$ cat src/inc/uefa_regs.svh
// register offsets, field positions and reset values of the endpoint fifo access block
// assumes a 4-bit register address and 8-bit register data
`ifndef UEFA_REGS_SVH
`define UEFA_REGS_SVH
// ----------------------------------------
// register offsets
// ----------------------------------------
`define UEFA_OFS_CTRL   4'h0
`define UEFA_OFS_SEL    4'h1
`define UEFA_OFS_DIRTG  4'h2
`define UEFA_OFS_DATA   4'h3
`define UEFA_OFS_STAT   4'h4
// ----------------------------------------
// field positions
// ----------------------------------------
`define UEFA_CTRL_REQ   0
`define UEFA_CTRL_TX    1
`define UEFA_CTRL_CLR   2
`define UEFA_CTRL_RDY   6
`define UEFA_DIRTG_PID  0
`define UEFA_DIRTG_EP1  1
`define UEFA_DIRTG_EP3  3
// ----------------------------------------
// reset values and widths
// ----------------------------------------
`define UEFA_DIR_RST    3'h7
`define UEFA_PID_RST    1'h0
`define UEFA_UNIMP_W    4
`endif

$ cat src/inc/uefa_pkg.sv
// types shared by the endpoint fifo access block
// assumes 8-bit fifo data and four endpoints
package uefa_pkg;
  // ----------------------------------------
  // data word and buffer fill state
  // ----------------------------------------
  typedef struct packed {
    logic [1:0] ep;
    logic       pid;
    logic [7:0] data;
  } uefa_word_t;

  typedef enum logic [2:0] {
    UEFA_BUF_EMPTY = 3'h1,
    UEFA_BUF_ONE   = 3'h2,
    UEFA_BUF_TWO   = 3'h4
  } uefa_buf_t;
endpackage : uefa_pkg

$ cat src/verilog/uefa_endpoint_fifo_access.sv
// endpoint fifo access logic between the core register port and the usb engine
// assumes the usb engine runs on clk and drives its inputs from flip-flops
//
// Design decisions made here: the register offsets and the plain strobed port.
`timescale 1ns/1ps
`include "uefa_regs.svh"

module uefa_endpoint_fifo_access
  import uefa_pkg::*;
#(
  parameter int DEPTH = 8
) (
  input  wire logic       clk,
  input  wire logic       rst,
  input  wire logic [3:0] regAddr,
  input  wire logic [7:0] regWdata,
  input  wire logic       regWr,
  input  wire logic       regRd,
  output logic      [7:0] regRdata,
  input  wire logic       outValid,
  input  wire logic [1:0] outEp,
  input  wire logic [7:0] outData,
  output logic      [3:0] outReady,
  input  wire logic       pktDone,
  input  wire logic [1:0] pktEp,
  output logic      [3:0] epPid,
  input  wire logic       inReq,
  input  wire logic [1:0] inEp,
  output logic            inValid,
  output logic      [7:0] inData,
  output logic      [1:0] inEpOut,
  output logic            inPid,
  input  wire logic       inReady
);
  localparam int AW = $clog2(DEPTH);

  // ----------------------------------------
  // elaboration checks
  // ----------------------------------------
  // pointer wrap relies on a power-of-two depth
  // the storage index drops the wrap bit of each pointer, so any other depth would alias
  if (DEPTH < 2 || (DEPTH & (DEPTH - 1)) != 0) begin : gBadDepth
    $error("DEPTH must be a power of two, at least 2");
  end

  // ----------------------------------------
  // software visible state
  // ----------------------------------------
  logic       request;
  logic       txDir;
  logic       clearCtl;
  logic [1:0] epSel;
  logic [3:1] pipeDir;
  logic       startPid;
  logic [3:0] toggle;

  // decoded strobes
  logic wrCtrl;
  logic wrSel;
  logic wrDirTg;
  logic rdData;
  logic wrData;

  assign wrCtrl  = regWr && (regAddr == `UEFA_OFS_CTRL);
  assign wrSel   = regWr && (regAddr == `UEFA_OFS_SEL);
  assign wrDirTg = regWr && (regAddr == `UEFA_OFS_DIRTG);
  assign wrData  = regWr && (regAddr == `UEFA_OFS_DATA);
  assign rdData  = regRd && (regAddr == `UEFA_OFS_DATA);

  // control bits; clear is level, firmware pulses it high then low
  always_ff @(posedge clk) begin
    if (rst) begin
      request  <= 1'b0;
      txDir    <= 1'b0;
      clearCtl <= 1'b0;
    end else if (wrCtrl) begin
      request  <= regWdata[`UEFA_CTRL_REQ];
      txDir    <= regWdata[`UEFA_CTRL_TX];
      clearCtl <= regWdata[`UEFA_CTRL_CLR];
    end
  end

  // endpoint select
  always_ff @(posedge clk) begin
    if (rst) begin
      epSel <= 2'h0;
    end else if (wrSel) begin
      epSel <= regWdata[1:0];
    end
  end

  // direction and start pid; upper bits are not stored at all
  always_ff @(posedge clk) begin
    if (rst) begin
      pipeDir  <= `UEFA_DIR_RST;
      startPid <= `UEFA_PID_RST;
    end else if (wrDirTg) begin
      pipeDir  <= regWdata[`UEFA_DIRTG_EP3:`UEFA_DIRTG_EP1];
      startPid <= regWdata[`UEFA_DIRTG_PID];
    end
  end

  // ----------------------------------------
  // per endpoint fifos
  // ----------------------------------------
  logic [7:0]  mem [4][DEPTH];
  logic [AW:0] wrPtr [4];
  logic [AW:0] rdPtr [4];
  logic [3:0]  isEmpty;
  logic [3:0]  isFull;
  logic [3:0]  roomTwo;
  logic [3:0]  dirIn;
  logic [3:0]  corePush;
  logic [3:0]  hostPush;
  logic [3:0]  corePop;
  logic [3:0]  bufPop;
  logic [3:0]  clearEp;
  logic        selReady;
  logic        bufAccept;

  // endpoint 0 serves both directions
  assign dirIn = {pipeDir, 1'b1};

  genvar g;
  for (g = 0; g < 4; g++) begin : gEp
    logic [AW:0] used;
    logic [AW:0] limit;
    assign used       = wrPtr[g] - rdPtr[g];
    // two slots kept free: the registered room flag lags one push behind
    assign limit      = (AW+1)'(DEPTH - 2);
    assign isEmpty[g] = (used == '0);
    assign isFull[g]  = (used == (AW+1)'(DEPTH));
    assign roomTwo[g] = (used <= limit);
    assign clearEp[g] = clearCtl && (epSel == 2'(g));
    // core side moves data only while requested and ready
    assign corePush[g] = wrData && selReady && txDir && (epSel == 2'(g));
    assign corePop[g]  = rdData && selReady && !txDir && (epSel == 2'(g));
    // core traffic wins over the usb engine on a shared endpoint
    assign hostPush[g] = outValid && (outEp == 2'(g)) && outReady[g] && !corePush[g];
    assign bufPop[g]   = bufAccept && (inEp == 2'(g)) && !corePop[g];

    // write pointer and storage
    always_ff @(posedge clk) begin
      if (rst || clearEp[g]) begin
        wrPtr[g] <= '0;
      end else if (corePush[g]) begin
        mem[g][wrPtr[g][AW-1:0]] <= regWdata;
        wrPtr[g]                 <= wrPtr[g] + 1'b1;
      end else if (hostPush[g]) begin
        mem[g][wrPtr[g][AW-1:0]] <= outData;
        wrPtr[g]                 <= wrPtr[g] + 1'b1;
      end
    end

    // read pointer
    always_ff @(posedge clk) begin
      if (rst || clearEp[g]) begin
        rdPtr[g] <= '0;
      end else if (corePop[g] || bufPop[g]) begin
        rdPtr[g] <= rdPtr[g] + 1'b1;
      end
    end

    // registered room flag: one push per cycle keeps two free slots safe
    // input pipes never take host bytes; endpoint 0 serves both ways
    always_ff @(posedge clk) begin
      if (rst) begin
        outReady[g] <= 1'b0;
      end else begin
        outReady[g] <= roomTwo[g] && (!dirIn[g] || (g == 0)) && !clearEp[g];
      end
    end

    // data pid tracking, one bit per endpoint
    always_ff @(posedge clk) begin
      if (rst) begin
        toggle[g] <= `UEFA_PID_RST;
      end else if (wrDirTg && request && epSel == 2'(g)) begin
        toggle[g] <= regWdata[`UEFA_DIRTG_PID];
      end else if (pktDone && pktEp == 2'(g)) begin
        toggle[g] <= ~toggle[g];
      end
    end
  end

  // pid outputs straight from flops
  // they trail the per-endpoint toggles by one cycle
  always_ff @(posedge clk) begin
    if (rst) begin
      epPid <= '0;
    end else begin
      epPid <= toggle;
    end
  end

  // ----------------------------------------
  // ready indication
  // ----------------------------------------
  // writes need room, reads need data; direction must suit the pipe
  always_comb begin
    selReady = 1'b0;
    if (request && !clearCtl) begin
      if (txDir) begin
        selReady = !isFull[epSel] && dirIn[epSel];
      end else begin
        selReady = !isEmpty[epSel] && (!dirIn[epSel] || epSel == 2'h0);
      end
    end
  end

  // ----------------------------------------
  // two-entry buffer toward the usb engine
  // ----------------------------------------
  uefa_buf_t  bufState;
  uefa_word_t buf0;
  uefa_word_t buf1;
  uefa_word_t fetchWord;
  logic       drain;

  // a full buffer stops fifo reads, so a stalled engine loses nothing
  assign bufAccept = inReq && dirIn[inEp] && !isEmpty[inEp] && !clearEp[inEp]
                     && !corePop[inEp] && (bufState != UEFA_BUF_TWO);
  assign drain     = inValid && inReady;

  always_comb begin
    fetchWord.ep   = inEp;
    fetchWord.pid  = toggle[inEp];
    fetchWord.data = mem[inEp][rdPtr[inEp][AW-1:0]];
  end

  // fill state and entries
  always_ff @(posedge clk) begin
    if (rst) begin
      bufState <= UEFA_BUF_EMPTY;
      buf0     <= '0;
      buf1     <= '0;
    end else begin
      unique case (bufState)
        UEFA_BUF_EMPTY: begin
          if (bufAccept) begin
            buf0     <= fetchWord;
            bufState <= UEFA_BUF_ONE;
          end
        end
        UEFA_BUF_ONE: begin
          if (bufAccept && drain) begin
            buf0 <= fetchWord;
          end else if (bufAccept) begin
            buf1     <= fetchWord;
            bufState <= UEFA_BUF_TWO;
          end else if (drain) begin
            bufState <= UEFA_BUF_EMPTY;
          end
        end
        UEFA_BUF_TWO: begin
          if (drain) begin
            buf0     <= buf1;
            bufState <= UEFA_BUF_ONE;
          end
        end
      endcase
    end
  end

  // outgoing stream mirrors the head entry
  always_ff @(posedge clk) begin
    if (rst) begin
      inValid <= 1'b0;
      inData  <= 8'h00;
      inEpOut <= 2'h0;
      inPid   <= 1'b0;
    end else begin
      unique case (bufState)
        UEFA_BUF_EMPTY: begin
          inValid <= bufAccept;
          inData  <= fetchWord.data;
          inEpOut <= fetchWord.ep;
          inPid   <= fetchWord.pid;
        end
        UEFA_BUF_ONE: begin
          inValid <= !drain || bufAccept;
          if (drain) begin
            inData  <= fetchWord.data;
            inEpOut <= fetchWord.ep;
            inPid   <= fetchWord.pid;
          end
        end
        UEFA_BUF_TWO: begin
          inValid <= 1'b1;
          if (drain) begin
            inData  <= buf1.data;
            inEpOut <= buf1.ep;
            inPid   <= buf1.pid;
          end
        end
      endcase
    end
  end

  // ----------------------------------------
  // register read port
  // ----------------------------------------
  // data stands one cycle after the read strobe; unmapped reads give zero
  always_ff @(posedge clk) begin
    if (rst) begin
      regRdata <= 8'h00;
    end else if (regRd) begin
      unique case (regAddr)
        `UEFA_OFS_CTRL: begin
          regRdata <= {1'b0, selReady, 3'h0, clearCtl, txDir, request};
        end
        `UEFA_OFS_SEL: begin
          regRdata <= {6'h00, epSel};
        end
        `UEFA_OFS_DIRTG: begin
          regRdata <= {`UEFA_UNIMP_W'(0), pipeDir, startPid};
        end
        `UEFA_OFS_DATA: begin
          regRdata <= corePop[epSel] ? mem[epSel][rdPtr[epSel][AW-1:0]] : 8'h00;
        end
        `UEFA_OFS_STAT: begin
          regRdata <= {toggle, isEmpty};
        end
        default: begin
          regRdata <= 8'h00;
        end
      endcase
    end else begin
      regRdata <= 8'h00;
    end
  end
endmodule : uefa_endpoint_fifo_access

$ cat config.mk
export PLATFORM = sky130hd
export DESIGN_NAME = uefa_endpoint_fifo_access
export DESIGN_NICKNAME = d
export VERILOG_FILES = /design/src/inc/uefa_pkg.sv /design/src/verilog/uefa_endpoint_fifo_access.sv
export VERILOG_INCLUDE_DIRS = /design/src /design/src/inc
export SDC_FILE = /design/constraint.sdc
export NUM_CORES = 1
export LEC_CHECK = 0
export ABC_CLOCK_PERIOD_IN_PS = 5000
export BUFFER_PORTS_ARGS = -buffer_cell sky130_fd_sc_hd__buf_2
export CAP_MARGIN = 20
export CORE_MARGIN = 10
export CORE_UTILIZATION = 55
export DETAILED_ROUTE_END_ITERATION = 6
export GPL_TIMING_DRIVEN = 0
export PLACE_DENSITY_LB_ADDON = 0.2
export SYNTH_ARGS = -nofsm -noshare
export SYNTH_HDL_FRONTEND = slang
export SYNTH_SLANG_ARGS = --single-unit
$ cat constraint.sdc
create_clock -name clk -period 5 [get_ports clk]
set_input_delay 1.5 -clock clk [delete_from_list [all_inputs] [get_ports clk]]
set_output_delay 1.5 -clock clk [all_outputs]
set_load 0.005 [all_outputs]
* Word level (Yosys, flattened, before mapping)
Memory sizes are Yosys's and may differ from the RTL's. A register that Yosys moved wholly into a read port is not among the register bits.
Index checks and enable logic that the tools add are counted.
** Operators by class
- Mux-type cells :: 388
- Bitwise operators :: 280
- Eq/ne operators :: 29
- Reductions and logical operators :: 122
- $lt $le $gt $ge :: 16
- Add/subtract/negate cells :: 12
** Operators with widths (count)
- 64-bit two-way mux :: 8
- 1-bit two-way mux :: 325
- 1-bit bitwise OR :: 268
- 8-bit demux with 3-bit select :: 4
- 8-bit two-way mux :: 11
- 1-bit logical AND :: 71
- 8-bit binary-select mux with 3-bit select :: 2
- 4-bit two-way mux :: 12
- 8-bit one-hot mux with 5 select lines :: 1
- 4-bit by 1-bit adder with 4-bit output, second input constant :: 8
- 4-bit greater-or-equal comparator, second input constant :: 6
- 1-bit logical NOT :: 24
- 3-bit inverter with 4-bit output :: 6
- 8-bit one-hot mux with 3 select lines :: 1
- 4-bit logical NOT :: 5
- 1-bit binary-select mux with 2-bit select :: 9
- 2-bit == test, second input constant :: 8
- 4-bit == test, second input constant :: 4
- 4-bit by 3-bit less-or-equal comparator with 1-bit output, second input constant :: 4
- 4-bit by 1-bit < comparator with 1-bit output, second input constant :: 4
- 4-bit subtractor :: 4
- 3-bit two-way mux :: 5
- 2-bit two-way mux :: 6
- 1-bit logical OR :: 10
- other kinds (20) :: 41
** Storage, ports and cells
- Register bits :: 55
- Memory bits (writable) :: 288
- Memories kept :: 3
- Word-level logic and storage cells :: 874
- Output and inout port bits :: 28
** Memory list
- mem :: depth 4, bits a word 64, read ports 2, clocked after memory_dff 1, write ports 4, line uefa_endpoint_fifo_access.sv:106 : logic [7:0] mem [4][DEPTH];
- rdPtr :: depth 4, bits a word 4, read ports 6, clocked after memory_dff 1, write ports 4, line uefa_endpoint_fifo_access.sv:108 : logic [AW:0] rdPtr [4];
- wrPtr :: depth 4, bits a word 4, read ports 4, clocked after memory_dff 0, write ports 4, line uefa_endpoint_fifo_access.sv:107 : logic [AW:0] wrPtr [4];

* Logic depth before layout (Yosys ltp)
Gate-level depths: netlist (run 1).
An unclocked memory read counts as a cell.
- Depth in word-level cells :: 24
- Mapped depth :: 13
- Depth with buffers taken out :: 11

* Least setup slack after synthesis (run 1)
No wires, ideal clock.
- Kind :: in2reg
- Start :: input regAddr[0]
- End :: memory mem[0][48] (netlist bit) (enable)
- Buffers on the path :: 3
- Stages on the path :: 9
- Setup slack :: 0.881 ns
- Arrival time :: 3.724 ns
- Library setup time :: 0.395 ns
- Cells stage by stage :: clkbuf_1 > and3_1 > and3_1 > buf_2 > nand3b_1 > nor2_1 > a31oi_1 > clkbuf_1 > nor4_1
** RTL lines
- from (decl) :: line uefa_endpoint_fifo_access.sv:15 : input wire logic [3:0] regAddr,
- to (decl) :: line uefa_endpoint_fifo_access.sv:106

==> impl_metrics.json, run 1 <==
{
  "post-place-ws_ns": 0.147,
  "ctsResizeCount": 0,
  "muxShareOfSynthArea": 0.317,
  "syn_avg_cell_area_um2": 12.9,
  "die_h_um": 216,
  "synth_compound_area_frac": 0.0550,
  "slew_violations": 0,
  "irDropWorstVdd_uv": 272,
  "hold_viol_final": 0,
  "clock_skew_ns": 0.0304,
  "drive_above_1_share": 0.327,
  "synthCells": 1641,
  "reg2reg_to": "mem[0][12]",
  "cp-startpoint": "rdPtr[3][1]",
  "status": "finished clean",
  "arrival_ns": 4.84,
  "grt_max_degree": 14,
  "crit_slowest_cell": "edfxtp_1",
  "r2r_start": "rdPtr[3][1]",
  "final_nets": 1823,
  "p_per_area_nw_per_um2": 294,
  "rows": 71,
  "hpwl_um": 63100,
  "cts.reportedPaths.clkPinSlew_ns": 0.06,
  "synth_top_family_by_area": "multiplexers",
  "synth_cell_types": 73,
  "core_um2": 37800,
  "endpoint": "mem[0][12]",
  "cts_made_buffers": 39,
  "required_ns": 5.29,
  "async_flop_share": 0,
  "cts_setup_buffers": 0,
  "rsz0062_at_grt": "no",
  "clk_latency_ns": 0.60,
  "startpoint_type": "flip-flop",
  "max_cap_violations": 0,
  "vias": 16200,
  "clock-sinks": 345,
  "synth-xor-area-share": 0.0128,
  "die_area_um2": 46700,
  "power_leakage_nw": 8.11,
  "ys_ff_latch": 345,
  "die_x_um": 216,
  "io_buffer_count": 56,
  "firstDrtPassIters": 7,
  "hp-start": "startPid",
  "yosysSeqAreaShare": 0.463,
  "grt_pass1_wl_um": 113000,
  "cts_tree": "built",
  "routed_wl_um": 80300,
  "detail_route.iter0.violations": 2511,
  "min_period_over_period": 0.910,
  "grt_antenna_before_repair": 0,
  "synth_top_area_share": 0.409,
  "postCtsHoldBufs": 0,
  "cpPeakStageDelay_ns": 0.71,
  "gp_congestion": 1.09,
  "antenna_left": 0,
  "synth_edf_count": 288,
  "overflow": 0,
  "clockBufferDepth": 3,
  "post_drt_via_cell_ratio": 7.02,
  "reg2reg_depth": 11,
  "drc_errors": 0,
  "min_period_ns": 4.55,
  "num_io_pins": 62,
  "synth_simple_gate_area_frac": 0.102,
  "ctsHtreeMaxLevel": 2,
  "yosys-top-cells-area": "edfxtp_1, mux2_2, mux4_2",
  "yosysWarnings": 0,
  "r2r_slack_ns": 0.45,
  "synthToLayoutAreaGrowth_pct": 11.4,
  "syn_nets": 1699,
  "maxSlewHeadroom": 0.206,
  "yosys.area.top_type": "edfxtp_1",
  "worst_slack_ns": 0.451,
  "cts_root_buf": "clkbuf_16",
  "track_usage": 0.336,
  "fin_util": 0.623,
  "synthesis.area_um2": 21200,
  "synthAdderAreaFrac": 0.0156,
  "avgRoutedWirePerCell_um": 34.8,
  "path_max_fanout": 10,
  "tightest_slew_ns": 1.19,
  "worstSetupPathType": "flip-flop to flip-flop",
  "ys.flop_type": "edfxtp_1",
  "grt_pass1_vias": 15400,
  "holdCritPathClass": "flip-flop to flip-flop",
  "start_util": 0.559,
  "fmax_mhz": 220,
  "fill_cells": 2974,
  "finalSetupViolCount": 0,
  "end_kind": "flip-flop",
  "cp_cell_sequence": "inv_1 -> fa_1 -> xnor2_1 -> and3b_1 -> and4b_1 -> nand3b_1 -> nor2_1 -> a31oi_1 -> clkbuf_1 -> nor3_1 -> buf_2"
}
==> cell usage after synthesis (all sizes together), types with 5 or more instances <==
cell and instances:
edfxtp 288, mux2 270, mux2i 137, mux4 100, clkbuf 96, nor2 89
nand2 66, dfxtp 57, buf 52, nand3 50, nor3 40, a21oi 39
a211oi 38, nor2b 29, inv 27, nand4 22, ha 20, o21ai 18
nand2b 17, xnor2 17, a31oi 15, nand3b 15, nor4 13, xor2 13
a22oi 12, a221oi 11, a21o 7, and3 7, or2 6, a311oi 5
and3b 5, nand4b 5, nor3b 5, or4 5
==> placed cells by master, fill, tap and decap left out, drive strengths merged, types with 5 or more instances in the layout <==
master	n
edfxtp	288
mux2	270
clkbuf	143
mux2i	137
buf	134
mux4	100
nor2	89
nand2	66
dfxtp	57
nand3	50
nor3	40
a21oi	39
a211oi	38
inv	30
nor2b	29
nand4	22
ha	20
o21ai	18
xnor2	17
nand2b	17
clkinv	16
nand3b	15
a31oi	15
xor2	13
nor4	13
a22oi	12
a221oi	11
a21o	7
and3	7
or2	6
and3b	5
nand4b	5
or4	5
nor3b	5
a311oi	5
==> area by class of cell <==
cell class                 instances  area [µm²]  share of cell area
antenna                            1        2.50            0.000106
buffer                           148         647              0.0275
clock buffer                      47        1040              0.0440
clock inverter                    22         193             0.00818
inverter                          27         101             0.00430
multi-input combinational       1121       10700               0.453
sequential                       345        9790               0.415
tap                              511         639              0.0271
timing repair buffer              83         474              0.0201
==> flip-flops by register name, summed over array words and instances, names as in the netlist, 2 cells and up, named ones only <==
name / count
inData: 8
regRdata: 8
bufState: 3
rdPtr: 16
outReady: 4
mem: 256
wrPtr: 16
inEpOut: 2
pipeDir: 3
epSel: 2
buf1: 11
epPid: 4
toggle: 4
==> worst min path at each step <==
stage	endpoint	cells after the start
3_5_place_dp	startPid	2
5_1_grt	startPid	2
3_3_place_gp	startPid	2
2_1_floorplan	startPid	2
6_report	startPid	2
4_1_cts	startPid	2
==> metal layers <==
layer	GRT usage	wire length, µm	vias to the layer above
li1	-	-	6652
met1	0.467	31900	8171
met2	0.480	33700	1227
met3	0.122	12100	141
met4	0.105	2580	0
met5	0.0107	0	-
==> report_power, final <==
group | switching [mW] | leakage (nW) | internal (mW)
combinational | 0.547 | 4.41 | 0.372
clock | 1.25 | 0.602 | 1.55
sequential | 0.0440 | 3.10 | 3.15
==> through the flow <==
step	power, mW	hold slack [ns]	instance area, µm²	cells	setup TNS, ns
6_report	6.92	0.464	23600	2305	0
5_1_grt	7.09	0.475	23600	2304	0
4_1_cts	6.90	0.459	23500	2303	0
3_5_place_dp	4.14	0.451	22300	2234	0
3_3_place_gp	4.12	0.448	22100	2208	-26.31
2_1_floorplan	3.84	0.437	21200	1641	0
==> critical path, delay by kind of cell, from the launching register on <==
kind	cells	cell delay (ns)
compound gates	1	0.27
simple gates	5	1.83
buf+inv	3	0.84
xor+xnor	1	0.15
flops	1	0.71
fa+ha+maj	1	0.46
==> logic make-up after synthesis <==
group,count (synthesis)
compound gates,168
xor+xnor,30
fa+ha+maj,24
buf+inv,175
flops,345
mux,507
simple gates,392
Note: power is estimated with default switching activity, not from simulation.
==> run 2: changes to the inputs <==
--- a/config.mk
+++ b/config.mk
@@ -14,6 +14,7 @@
 export DETAILED_ROUTE_END_ITERATION = 6
 export GPL_TIMING_DRIVEN = 0
 export PLACE_DENSITY_LB_ADDON = 0.2
+export RECOVER_POWER = 25
 export SYNTH_ARGS = -nofsm -noshare
 export SYNTH_HDL_FRONTEND = slang
 export SYNTH_SLANG_ARGS = --single-unit
==> constraint.sdc (replaced) <==
create_clock -name clk -period 5 [get_ports clk]
set_input_delay 1 -clock clk [delete_from_list [all_inputs] [get_ports clk]]
set_output_delay 1 -clock clk [all_outputs]
set_load 0.005 [all_outputs]
==> run 2 against run 1 <==
Cell count is the same. Total power shrank 0.19%. Hold slack gained 0.00064 ns. Setup slack lost 0.037 ns. Routed wire length is essentially flat. Critical endpoint is now mem[0][22]. Largest power group unchanged.
==> impl_metrics.json, run 2 (synthesis gave the netlist of run 1 again) <==
{
  "startpoint_type": "flip-flop",
  "fill_cells": 3014,
  "start_util": 0.559,
  "multi_input_area_um2": 10600,
  "clock-sinks": 345,
  "slew_violations": 0,
  "postCtsHoldBufs": 0,
  "gp_congestion": 1.09,
  "p_per_area_nw_per_um2": 295,
  "io_buffer_count": 56,
  "die_h_um": 216,
  "cts_made_buffers": 39,
  "fmax_mhz": 218,
  "status": "finished clean",
  "cts_setup_buffers": 0,
  "seq_area_um2": 9790,
  "track_usage": 0.336,
  "die_area_um2": 46700,
  "rsz0062_at_grt": "no",
  "layout_commonest_cell": "edfxtp_1",
  "min_period_over_period": 0.917,
  "swShare": 0.266,
  "die_x_um": 216,
  "final_nets": 1823,
  "required_ns": 5.33,
  "ctsResizeCount": 0,
  "dpl.cell_count": 2234,
  "pwr-share-clk": 0.406,
  "cts_tree": "built",
  "clk_latency_ns": 0.60,
  "largest_register_ff_count": 256,
  "crit_slowest_cell": "nand4_1",
  "grt_max_degree": 14,
  "drive_above_1_share": 0.300,
  "path_max_fanout": 9,
  "grt_antenna_before_repair": 0,
  "irDropWorstVdd_uv": 271,
  "total_power_mw": 6.91,
  "hpwl_um": 63100,
  "holdCritPathClass": "flip-flop to flip-flop",
  "min_period_ns": 4.59,
  "sequentialPowerShare": 0.462,
  "fin_util": 0.619,
  "post-place-ws_ns": 0.630,
  "routed_wl_um": 80300,
  "cp.buffers_inverters": 2,
  "post_drt_via_cell_ratio": 7.00,
  "finalSetupViolCount": 0,
  "maxSlewHeadroom": 0.158,
  "end_kind": "flip-flop",
  "worstSetupPathType": "flip-flop to flip-flop",
  "rows": 71,
  "critPathTopFamily": "simple AND/OR/NAND/NOR gates",
  "overflow": 0,
  "comb_power_share": 0.132,
  "firstDrtPassIters": 6,
  "synthToLayoutAreaGrowth_pct": 10.7,
  "cpPeakStageDelay_ns": 0.60,
  "avgRoutedWirePerCell_um": 34.8,
  "max_cap_violations": 0,
  "grt_pass1_vias": 15400,
  "hold_viol_final": 0,
  "p_int_mw": 5.07,
  "grt_pass1_wl_um": 113000,
  "cts.reportedPaths.clkPinSlew_ns": 0.06,
  "detail_route.iter0.violations": 2465,
  "power_leakage_nw": 7.97,
  "dpl_cell_area_um2": 22300,
  "switching_power_mw": 1.84,
  "drc_errors": 0,
  "fin_area_um2": 23400,
  "num_io_pins": 62,
  "setup_tns_ns": 0,
  "final_cell_mix": "edfxtp_1, mux2_2, clkbuf_1, mux2i_1, mux4_2",
  "arrival_ns": 4.91,
  "cts_root_buf": "clkbuf_16",
  "vias": 16100,
  "cp_cell_sequence": "inv_1 -> ha_1 -> inv_1 -> fa_1 -> nand2b_1 -> nor4_1 -> and3b_1 -> and4b_1 -> nand4_1 -> nand4_1 -> mux2_2",
  "worst_slack_ns": 0.414,
  "whs_ns": 0.464,
  "tightest_slew_ns": 1.25,
  "antenna_left": 0,
  "fin_cells": 2305,
  "ctsHtreeMaxLevel": 2,
  "core_um2": 37800,
  "clockBufferDepth": 3,
  "clock_skew_ns": 0.0304
}
## run 2: per-layer routing
metal / part of all wire / global-route usage / up-vias / routed length, µm
li1: - / - / 6655 / -
met1: 0.40 / 0.467 / 8053 / 32000
met2: 0.42 / 0.480 / 1244 / 33600
met3: 0.15 / 0.122 / 170 / 11900
met4: 0.034 / 0.105 / 2 / 2710
met5: 0.00078 / 0.0107 / - / 63
## run 2: path summary, 6_finish.rpt
| kind | end | cells past startpoint | start | slack (ns) |
|---|---|---|---|---|
| worst max-delay path | mem[0][22] | 11 | wrPtr[0][0] | 0.41 |
| worst min-delay path | startPid | 2 | startPid | 0.46 |
| worst max register to register | mem[0][22] | 11 | wrPtr[0][0] | 0.41 |
| worst min register to register | startPid | 2 | startPid | 0.46 |
## run 2: power by group through the flow
stage	clock network, mW	logic, mW	registers [mW]
global placement	0	0.866	3.25
global route	2.93	0.955	3.20
CTS	2.82	0.893	3.19
floorplan	0	0.604	3.24
detailed placement	0	0.888	3.25
finish	2.81	0.909	3.19
## run 2: area by class of cell
cell class	count	area share
Tap cell	511	0.0273
Buffer	148	0.0274
Inverter	27	0.00433
Clock inverter	22	0.00823
Sequential cell	345	0.418
Clock buffer	47	0.0443
Timing Repair Buffer	83	0.0186
Antenna cell	1	0.000107
Multi-Input combinational cell	1121	0.452
## run 2: worst reg2reg max path: cells and delay by family (launching register included)
| family | cells | cell delay (ns) |
|---|---|---|
| AND/OR/NAND/NOR | 6 | 2.49 |
| adder cells (fa/ha/maj) | 2 | 0.68 |
| multiplexers | 1 | 0.47 |
| flip-flops | 1 | 0.42 |
| buffers and inverters | 2 | 0.28 |
